[config.mk]
export PLATFORM = sky130hd
export DESIGN_NAME = gisc_top
export DESIGN_NICKNAME = d
export VERILOG_FILES = /design/src/gisc_pkg.sv /design/src/gisc_top.sv
export SDC_FILE = /design/constraint.sdc
export NUM_CORES = 1
export LEC_CHECK = 0
export BUFFER_PORTS_ARGS = -buffer_cell sky130_fd_sc_hd__buf_4
export CAP_MARGIN = 10
export CORE_MARGIN = 8
export CORE_UTILIZATION = 25
export DETAILED_ROUTE_END_ITERATION = 10
export PLACE_DENSITY = 0.64
export SYNTH_ARGS = -nofsm -noshare
export SYNTH_HDL_FRONTEND = slang
export SYNTH_SLANG_ARGS = --single-unit
export TNS_END_PERCENT = 5
[constraint.sdc]
create_clock -name clk_i -period 1.7 [get_ports clk_i]
set_input_delay 0.17 -clock clk_i [delete_from_list [all_inputs] [get_ports clk_i]]
set_output_delay 0.17 -clock clk_i [all_outputs]
set_load 0.02 [all_outputs]
[src/gisc_pkg.sv]
// Package: constants, register map and carriers for the GPIB state control block
package gisc_pkg;

  // Command byte encodings on the data lines while attention is true
  localparam logic [7:0] CMD_GTL = 8'h01;
  localparam logic [7:0] CMD_SDC = 8'h04;
  localparam logic [7:0] CMD_GET = 8'h08;
  localparam logic [7:0] CMD_LLO = 8'h11;
  localparam logic [7:0] CMD_DCL = 8'h14;
  localparam logic [7:0] CMD_SPE = 8'h18;
  localparam logic [7:0] CMD_SPD = 8'h19;
  localparam logic [7:0] CMD_UNL = 8'h3f;
  localparam logic [7:0] CMD_UNT = 8'h5f;
  localparam logic [2:0] GRP_LISTEN = 3'h1;
  localparam logic [2:0] GRP_TALK   = 3'h2;
  localparam int         ADDR_MSB   = 4;
  localparam int         GRP_LSB    = 5;
  localparam int         GRP_MSB    = 7;

  // Primary address
  localparam logic [4:0] ADDR_DEFAULT = 5'h10;
  localparam logic [4:0] ADDR_MAX     = 5'h1e;

  // Status byte request-for-service bit
  localparam int RQS_BIT = 6;

  // Register byte offsets
  localparam logic [3:0] REG_CTRL   = 4'h0;
  localparam logic [3:0] REG_STATE  = 4'h4;
  localparam logic [3:0] REG_STATUS = 4'h8;
  localparam logic [3:0] REG_EVENT  = 4'hc;

  // Control register fields
  localparam int CTRL_ADDR_LSB = 0;
  localparam int CTRL_ADDR_MSB = 4;
  localparam int CTRL_BUSTRIG  = 8;

  // Event register fields (sticky, write one to clear)
  localparam int EV_CLEAR = 0;
  localparam int EV_TRIG  = 1;

  typedef struct packed {
    logic remote;
    logic lockout;
    logic talk;
    logic listen;
    logic spoll;
    logic srq;
  } gisc_state_t;

  typedef enum logic [2:0] {
    POLL_IDLE = 3'b001,
    POLL_ARM  = 3'b010,
    POLL_SENT = 3'b100
  } gisc_poll_t;

endpackage

[src/gisc_top.sv]
// Top: IEEE-488 remote/local, talker/listener, clear, trigger and serial poll control
// Function
// - Remote entered only when addressed with enable
// - Talker possible in remote or local
// - Remote ignores panel keys except local
// - Interface clear gives local and idle states
// - Interface clear keeps settings and event registers
// - Lockout disables local key until go-to-local
// - Go-to-local leaves remote, enables panel
// - Universal device clear acts unaddressed
// - Device clear flushes buffers, keeps settings
// - Selective clear only when addressed listener
// - Trigger used only if bus source programmed
// - Serial poll answered any time
// - Talker active on own talk address
// - Listener active on own listen address
// - Remote indicator from internal state only
// - Service indicator lit until polled or cleared
// - Local key cancels remote without lockout
// - Primary address 0 to 30, default 16
// - Serial poll resets request-for-service bit
//
// Chosen here: register access over Wishbone and the register addresses.
`timescale 1ns/100ps
module gisc_top
(
  input  wire logic        clk_i,
  input  wire logic        rst_i,
  input  wire logic [31:0] wb_adr_i,
  input  wire logic [31:0] wb_dat_i,
  input  wire logic [3:0]  wb_sel_i,
  input  wire logic        wb_we_i,
  input  wire logic        wb_cyc_i,
  input  wire logic        wb_stb_i,
  output logic      [31:0] wb_dat_o,
  output logic             wb_ack_o,
  input  wire logic        atn_i,
  input  wire logic        ifc_i,
  input  wire logic        ren_i,
  input  wire logic [7:0]  cmd_i,
  input  wire logic        cmd_valid_i,
  input  wire logic        local_key_i,
  input  wire logic [7:0]  panel_keys_i,
  input  wire logic [7:0]  status_byte_i,
  input  wire logic        srq_cause_i,
  input  wire logic        poll_read_i,
  output logic [7:0]       poll_byte_o,
  output logic             srq_o,
  output logic [7:0]       panel_keys_o,
  output logic             local_key_o,
  output logic             clear_o,
  output logic             trigger_o,
  output logic             msg_restore_o,
  output logic             remote_indicator_o,
  output logic             talk_indicator_o,
  output logic             listen_active_indicator_o,
  output logic             srq_indicator_o
);

  // Bus lines come from outside the clock domain
  logic [1:0]  atn_s, ifc_s, ren_s, val_s, lk_s, rd_s;
  logic [7:0]  cmd_s1, cmd_s2;
  logic        val_d, rd_d, lk_d;
  always_ff @(posedge clk_i)
  begin
    atn_s  <= {atn_s[0], atn_i};
    ifc_s  <= {ifc_s[0], ifc_i};
    ren_s  <= {ren_s[0], ren_i};
    val_s  <= {val_s[0], cmd_valid_i};
    lk_s   <= {lk_s[0], local_key_i};
    rd_s   <= {rd_s[0], poll_read_i};
    cmd_s1 <= cmd_i;
    cmd_s2 <= cmd_s1;
    val_d  <= val_s[1];
    rd_d   <= rd_s[1];
    lk_d   <= lk_s[1];
  end

  logic cmd_stb, key_stb, read_stb;
  assign cmd_stb  = val_s[1] & ~val_d & atn_s[1];
  assign key_stb  = lk_s[1] & ~lk_d;
  assign read_stb = rd_s[1] & ~rd_d;

  // Registers
  logic [4:0]          prim_addr;
  logic                bus_trig_src;
  logic [1:0]          events;
  gisc_pkg::gisc_state_t st;
  gisc_pkg::gisc_poll_t  poll;

  function automatic logic is_own(input logic [7:0] c, input logic [2:0] grp,
                                  input logic [4:0] a);
    is_own = (c[gisc_pkg::GRP_MSB:gisc_pkg::GRP_LSB] == grp) &&
             (c[gisc_pkg::ADDR_MSB:0] == a);
  endfunction

  logic my_listen, my_talk, is_cmd;
  assign is_cmd    = cmd_stb & ~ifc_s[1];
  assign my_listen = is_cmd & is_own(cmd_s2, gisc_pkg::GRP_LISTEN, prim_addr);
  assign my_talk   = is_cmd & is_own(cmd_s2, gisc_pkg::GRP_TALK, prim_addr);

  // Talker state
  always_ff @(posedge clk_i)
  begin
    if (rst_i || ifc_s[1])
      st.talk <= 1'b0;
    else if (my_talk)
      st.talk <= 1'b1;
    else if (is_cmd && (cmd_s2 == gisc_pkg::CMD_UNT || my_listen))
      st.talk <= 1'b0;
  end

  // Listener state
  always_ff @(posedge clk_i)
  begin
    if (rst_i || ifc_s[1])
      st.listen <= 1'b0;
    else if (my_listen)
      st.listen <= 1'b1;
    else if (is_cmd && (cmd_s2 == gisc_pkg::CMD_UNL || my_talk))
      st.listen <= 1'b0;
  end

  // Remote and lockout; a released enable line always returns to local
  logic gtl_hit;
  assign gtl_hit = is_cmd && cmd_s2 == gisc_pkg::CMD_GTL && st.listen;
  always_ff @(posedge clk_i)
  begin
    if (rst_i || ifc_s[1] || !ren_s[1])
      st.remote <= 1'b0;
    else if (my_listen)
      st.remote <= 1'b1;
    else if (gtl_hit)
      st.remote <= 1'b0;
    else if (key_stb && !st.lockout)
      st.remote <= 1'b0;
  end

  always_ff @(posedge clk_i)
  begin
    if (rst_i || !ren_s[1])
      st.lockout <= 1'b0;
    else if (is_cmd && cmd_s2 == gisc_pkg::CMD_LLO)
      st.lockout <= 1'b1;
    else if (gtl_hit)
      st.lockout <= 1'b0;
  end

  // Serial poll: armed by enable, byte taken by a read, ended by disable
  always_ff @(posedge clk_i)
  begin
    if (rst_i || ifc_s[1])
      poll <= gisc_pkg::POLL_IDLE;
    else
      unique case (poll)
        gisc_pkg::POLL_IDLE:
          if (is_cmd && cmd_s2 == gisc_pkg::CMD_SPE)
            poll <= gisc_pkg::POLL_ARM;
        gisc_pkg::POLL_ARM:
          if (is_cmd && cmd_s2 == gisc_pkg::CMD_SPD)
            poll <= gisc_pkg::POLL_IDLE;
          else if (read_stb && st.talk)
            poll <= gisc_pkg::POLL_SENT;
        gisc_pkg::POLL_SENT:
          if (is_cmd && cmd_s2 == gisc_pkg::CMD_SPD)
            poll <= gisc_pkg::POLL_IDLE;
        default:
          poll <= gisc_pkg::POLL_IDLE;
      endcase
  end
  assign st.spoll = (poll != gisc_pkg::POLL_IDLE);

  // Service request: a new cause outranks a poll read in the same cycle
  logic cause_d, poll_taken;
  assign poll_taken = (poll == gisc_pkg::POLL_ARM) && read_stb && st.talk;
  always_ff @(posedge clk_i)
  begin
    if (rst_i)
      cause_d <= 1'b0;
    else
      cause_d <= srq_cause_i;
  end
  always_ff @(posedge clk_i)
  begin
    if (rst_i)
      st.srq <= 1'b0;
    else if (srq_cause_i && !cause_d)
      st.srq <= 1'b1;
    else if (poll_taken || !srq_cause_i)
      st.srq <= 1'b0;
  end

  // Clear and trigger pulses
  logic clr_hit, trig_hit;
  assign clr_hit  = is_cmd && (cmd_s2 == gisc_pkg::CMD_DCL ||
                    (cmd_s2 == gisc_pkg::CMD_SDC && st.listen));
  assign trig_hit = is_cmd && cmd_s2 == gisc_pkg::CMD_GET && st.listen && bus_trig_src;

  // Outputs; clear only pulses the flush, settings stay in their own registers
  always_ff @(posedge clk_i)
  begin
    if (rst_i)
    begin
      clear_o       <= 1'b0;
      trigger_o     <= 1'b0;
      msg_restore_o <= 1'b0;
    end
    else
    begin
      clear_o       <= clr_hit;
      trigger_o     <= trig_hit;
      msg_restore_o <= key_stb && !st.lockout && st.remote;
    end
  end

  always_ff @(posedge clk_i)
  begin
    if (rst_i)
    begin
      remote_indicator_o        <= 1'b0;
      talk_indicator_o          <= 1'b0;
      listen_active_indicator_o <= 1'b0;
      srq_indicator_o           <= 1'b0;
      srq_o                     <= 1'b0;
      panel_keys_o              <= 8'h00;
      local_key_o               <= 1'b0;
      poll_byte_o               <= 8'h00;
    end
    else
    begin
      remote_indicator_o        <= st.remote;
      talk_indicator_o          <= st.talk;
      listen_active_indicator_o <= st.listen;
      srq_indicator_o           <= st.srq;
      srq_o                     <= st.srq;
      panel_keys_o              <= st.remote ? 8'h00 : panel_keys_i;
      local_key_o               <= lk_s[1] && !st.lockout;
      poll_byte_o               <= status_byte_i;
      poll_byte_o[gisc_pkg::RQS_BIT] <= st.srq;
    end
  end

  // Wishbone slave, one wait state, only address bits 3:0 decoded, unmapped offsets read zero
  logic acc;
  assign acc = wb_cyc_i & wb_stb_i & ~wb_ack_o;
  always_ff @(posedge clk_i)
  begin
    if (rst_i)
      wb_ack_o <= 1'b0;
    else
      wb_ack_o <= acc;
  end

  always_ff @(posedge clk_i)
  begin
    if (rst_i)
    begin
      prim_addr    <= gisc_pkg::ADDR_DEFAULT;
      bus_trig_src <= 1'b0;
    end
    else if (acc && wb_we_i && wb_adr_i[3:0] == gisc_pkg::REG_CTRL)
    begin
      if (wb_sel_i[0] && wb_dat_i[gisc_pkg::CTRL_ADDR_MSB:gisc_pkg::CTRL_ADDR_LSB]
          <= gisc_pkg::ADDR_MAX)
        prim_addr <= wb_dat_i[gisc_pkg::CTRL_ADDR_MSB:gisc_pkg::CTRL_ADDR_LSB];
      if (wb_sel_i[1])
        bus_trig_src <= wb_dat_i[gisc_pkg::CTRL_BUSTRIG];
    end
  end

  // Sticky events: hardware set wins over software clear
  logic [1:0] ev_clr;
  assign ev_clr = (acc && wb_we_i && wb_sel_i[0] && wb_adr_i[3:0] == gisc_pkg::REG_EVENT)
                  ? wb_dat_i[1:0] : 2'b00;
  always_ff @(posedge clk_i)
  begin
    if (rst_i)
      events <= 2'b00;
    else
    begin
      events[gisc_pkg::EV_CLEAR] <= clr_hit | (events[gisc_pkg::EV_CLEAR] & ~ev_clr[0]);
      events[gisc_pkg::EV_TRIG]  <= trig_hit | (events[gisc_pkg::EV_TRIG] & ~ev_clr[1]);
    end
  end

  always_ff @(posedge clk_i)
  begin
    if (rst_i)
      wb_dat_o <= 32'h0000_0000;
    else if (acc && !wb_we_i)
      unique case (wb_adr_i[3:0])
        gisc_pkg::REG_CTRL:   wb_dat_o <= {23'h0, bus_trig_src, 3'h0, prim_addr};
        gisc_pkg::REG_STATE:  wb_dat_o <= {26'h0, st};
        gisc_pkg::REG_STATUS: wb_dat_o <= {24'h0, poll_byte_o};
        gisc_pkg::REG_EVENT:  wb_dat_o <= {30'h0, events};
        default:              wb_dat_o <= 32'h0000_0000;
      endcase
    else
      wb_dat_o <= 32'h0000_0000;
  end

endmodule

### Yosys cells after proc, flatten, opt, wreduce, memory -nomap -nowiden

Index checks and enable logic that the tools add are counted.

| word-level totals | value |
|---|---|
| register bits after elaboration | 105 |
| word-level logic and storage cells | 145 |
| bits of input ports | 104 |

| cells by class | value |
|---|---|
| bitwise logic cells | 21 |
| magnitude comparators | 1 |
| reduce and logical (&&, ||, !) cells | 50 |
| multiplexer cells | 18 |
| eq/ne operators | 22 |

Operator list:

| cell | count |
|---|---|
| case mux 9 bit (4 select lines) | 1 |
| == test 8 x 5 -> 1 bit, second input constant | 4 |
| logical AND 1 bit | 27 |
| two-way mux 3 bit | 4 |
| AND 1 bit | 11 |
| two-way mux 1 bit | 11 |
| case mux 3 bit (3 select lines) | 1 |
| == test 4 bit, second input constant | 2 |
| == test 8 x 1 -> 1 bit, second input constant | 1 |
| == test 8 x 3 -> 1 bit, second input constant | 1 |
| == test 8 x 4 -> 1 bit, second input constant | 1 |
| == test 8 x 6 -> 1 bit, second input constant | 1 |
| == test 8 x 7 -> 1 bit, second input constant | 1 |
| inverter 1 bit | 8 |
| nonzero test 2 bit | 4 |
| logical OR 1 bit | 7 |
| == test 3 x 1 -> 1 bit, second input constant | 2 |
| == test 3 x 2 -> 1 bit, second input constant | 2 |
| == test 5 bit | 1 |
| less-or-equal comparator 5 bit, second input constant | 1 |
| zero test 1 bit | 5 |
| == test 4 x 3 -> 1 bit, second input constant | 1 |
| zero test 4 bit | 1 |
| inequality test 2 bit, second input constant | 2 |
| other kinds (9) | 12 |

### Longest topological paths before layout

| depth | value |
|---|---|
| depth after elaboration | 9 |
| gate-level depth with buffers | 5 |

### Least setup slack after synthesis

OpenSTA, ideal clock, no wires.

| path | value |
|---|---|
| kind | register -> register |
| from | reg cmd_s2[1] |
| to | reg st[4] (netlist name) |
| setup slack | 0.047 ns |
| setup time | 0.127 ns |
| clock period less this slack | 1.653 ns |
| cell stages (with the launch flop) | 5 |
| data arrival time | 1.526 ns |
| data required time | 1.573 ns |
| cell sequence | dfxtp_1 or4_4 or3_4 o41ai_2 a21oi_1 |

| between the ends | value |
|---|---|
| word-level cells in the longest chain between the ends | 4 |
| elaborated cells between the ends (all ways) | 7 |
| classes of those cells | eq/ne (2); mux (1); reduce/logical (4) |

Ends and longest elaborated chain:

| element | line | text |
|---|---|---|
| from (decl) | gisc_top.sv:62 | `logic [7:0] cmd_s1, cmd_s2;` |
| from (signal assigned) | gisc_top.sv:73 | `cmd_s2 <= cmd_s1;` |
| == test 8 x 1 -> 1 bit | gisc_top.sv:126 | `assign gtl_hit = is_cmd && cmd_s2 == gisc_pkg::CMD_GTL && st.listen;` |
| logical AND 1 bit (2 in a row) | gisc_top.sv:126 |  |
| nonzero test 2 bit (no line) | - |  |
| to (decl) | gisc_top.sv:88 | `gisc_pkg::gisc_state_t st;` |

Several ways; a longest one is shown, not always the timed one.
A chain may end at the register's enable or synchronous reset.

### Final worst setup path

| path | value |
|---|---|
| from | reg cmd_s2[6] |
| to | reg st[4] (netlist name) |

Same word-level chain as after synthesis.

==> metrics.txt <==
status finished, final reports clean; Post-Syn Area 0.00281 mm2; antenna viol nets, final 0; row cnt 38; critical path startpoint category flip-flop; initial detailed-routing violation count 215; pin count of the biggest net entering global routing 27; data required time at the worst endpoint 1.94 ns; root buffer cell clkbuf_8; gpl congestion 0.762; Die Wd 122 um; post-DP HPWL 5470 um; Max-Cap Viols 0; # nets final 473; synth unique cells 45; grt total ovfl 0; clk sink count 81; FILL cells 1093; Die Y 122 um; syn avg cell area 10.8 um2; via count 2184; fin crit period 1.66 ns; area of the multi-input gates 0.00105 mm2; # IOs 162; Max rail drop VDD 0.436 mV; total CTS buffers 9; share of cells above drive strength 1 0.305; IO buf count 81; final hold violations 0; synthesis-to-layout area growth 39.4%; router iterations before antenna repair 4; fmax 601 MHz; Worst-path clk slew 0.09 ns; DR DRC count 0; post-synthesis async set-or-reset flop share 0; Primary FF master, synth dfxtp_1; via/cell ratio 4.25; die area 0.0149 mm2; CP Data Arrival Time 1.90 ns; Max Slew Vio Count 0; Crit. End Element flip-flop; initial antenna violation count 0; WL/cell 13.8 um; kind of critical path reg -> reg; fin crit share 0.979; Post-Place Cell Area 0.00348 mm2; worst-path fanout max 3; final WL 7110 um; CTS tree built; Diodes inserted 0; H-tree levels 3; clock buffer depth 2; type of the tightest min-delay check in -> reg; Register Area 0.00163 mm2; Setup Skew 0.00867 ns; Yosys reg bits 81; Leakage 1.72 nW; vias in the first global route 2317; P per Cell Area 940 mW/mm2; Starting Density 0.258; Post-Synthesis Cells 260; clk_lat worst skew 0.35 ns; Worst Max-Slew Pin Slew 0.518 ns; Final Cell Area 0.00392 mm2; overall power 3.69 mW; sequential-to-total area share from yosys stat 0.577; relative slew slack 0.651; Synth Warn # 0; EDFF count, synth 0; # setup viols final 0; Total GRT Usage 0.0964; core area 0.0109 mm2; RSZ-0062 raised after global routing yes; Setup TNS Final 0 ns; first-pass GRT wire length 11300 um
## registers in the layout, summed over array words and instances (netlist names), 3 cells and up
name / flops
poll_byte_o: 8
cmd_s1: 8
poll: 3
wb_dat_o: 9
panel_keys_o: 8
st: 5
cmd_s2: 8
prim_addr: 5
## where the power goes
group / internal (mW) / leakage [nW] / switching, mW
sequential: 1.96 / 0.670 / 0.0374
clock: 0.576 / 0.0966 / 0.774
combinational: 0.168 / 0.954 / 0.168
## per-layer routing
metal / GRT usage / vias to the layer above / wire length (um)
met5: 0 / - / 0
met4: 0.0339 / 0 / 108
met3: 0.0412 / 13 / 850
met2: 0.156 / 103 / 3200
met1: 0.112 / 1000 / 2950
li1: - / 1068 / -
## worst max-delay path, stage by stage (launching register included)
cell     delay (ns)
dfxtp_2        0.33
or4_4          0.53
or3_4          0.38
o41ai_4        0.21
a21oi_1        0.10
## cells by family after synthesis
| family | after synthesis | synth area share |
|---|---|---|
| AO/OA/AOI/OAI | 27 | 0.0650 |
| multiplexers | 9 | 0.0365 |
| AND/OR/NAND/NOR | 102 | 0.222 |
| buffers and inverters | 35 | 0.0832 |
| flip-flops | 81 | 0.577 |
| other | 1 | 0.00133 |
| XOR/XNOR | 5 | 0.0156 |
## worst paths after layout
path	cells after the start	slack [ns]	startpoint	to
worst max-delay path	4	0.04	cmd_s2[6]	st[4]
worst min-delay path	2	0.03	panel_keys_i[1]	panel_keys_o[1]
worst max register to register	4	0.04	cmd_s2[6]	st[4]
worst min register to register	0	0.33	cmd_s1[5]	cmd_s2[5]
## stage by stage
step | utilization | cells | worst slack (ns) | hold WS [ns]
2_1_floorplan | - | 282 | 0.0466 | 0.198
3_3_place_gp | 0.320 | 475 | 0.0232 | 0.276
3_5_place_dp | 0.320 | 475 | -0.0479 | 0.276
4_1_cts | 0.359 | 513 | -0.0133 | 0.00664
5_1_grt | 0.360 | 514 | -0.0269 | 0.00186
6_report | 0.360 | 514 | 0.0362 | 0.0251
## Yosys cell counts, types with 4 or more instances
master	count	share of area
a21oi_1	9	0.016
nand2_1	9	0.012
buf_4	25	0.067
mux2i_1	8	0.028
nand3_1	5	0.0089
nor2b_1	17	0.038
and3_1	8	0.018
xor2_1	5	0.016
o21ai_0	4	0.0071
clkbuf_1	4	0.0053
nor2_1	19	0.025
and2_1	9	0.020
dfxtp_1	81	0.58
nor4b_1	5	0.016
nand2b_1	4	0.0089
## placed cells by master (no fill, tap or decap), drive strengths merged, types with 3 or more instances in the layout
master and instances:
nor4 3, o211ai 3, inv 9, conb 23
and2 10, buf 87, nand3 5, nor2 19
nand2b 4, clkbuf 9, nor4b 6, mux2i 8
dlygate4sd3 21, xor2 5, dfxtp 81, and3 8
a211oi 3, nor3b 3, nand2 9, a21oi 9
nor2b 17, nand3b 3, and4 3, nor3 3
o21ai 4
## cell type report
cell class	instances	area share
flip-flops and latches	81	0.415
multi-input cells	166	0.269
repair buffers	108	0.220
well taps	140	0.0447
clock buffers	9	0.0316
clock inverters	7	0.0172
inverters	3	0.00287
## timing repair
item	4_1_cts	5_1_grt
pin swaps	4	2
resized for setup	2	3
endpoints found under the setup margin	1	3
hold endpoints to repair	21	0
setup buffers	1	1
hold buffers	21	0
gates cloned	0	0
Power figures use the tool's default switching activity.
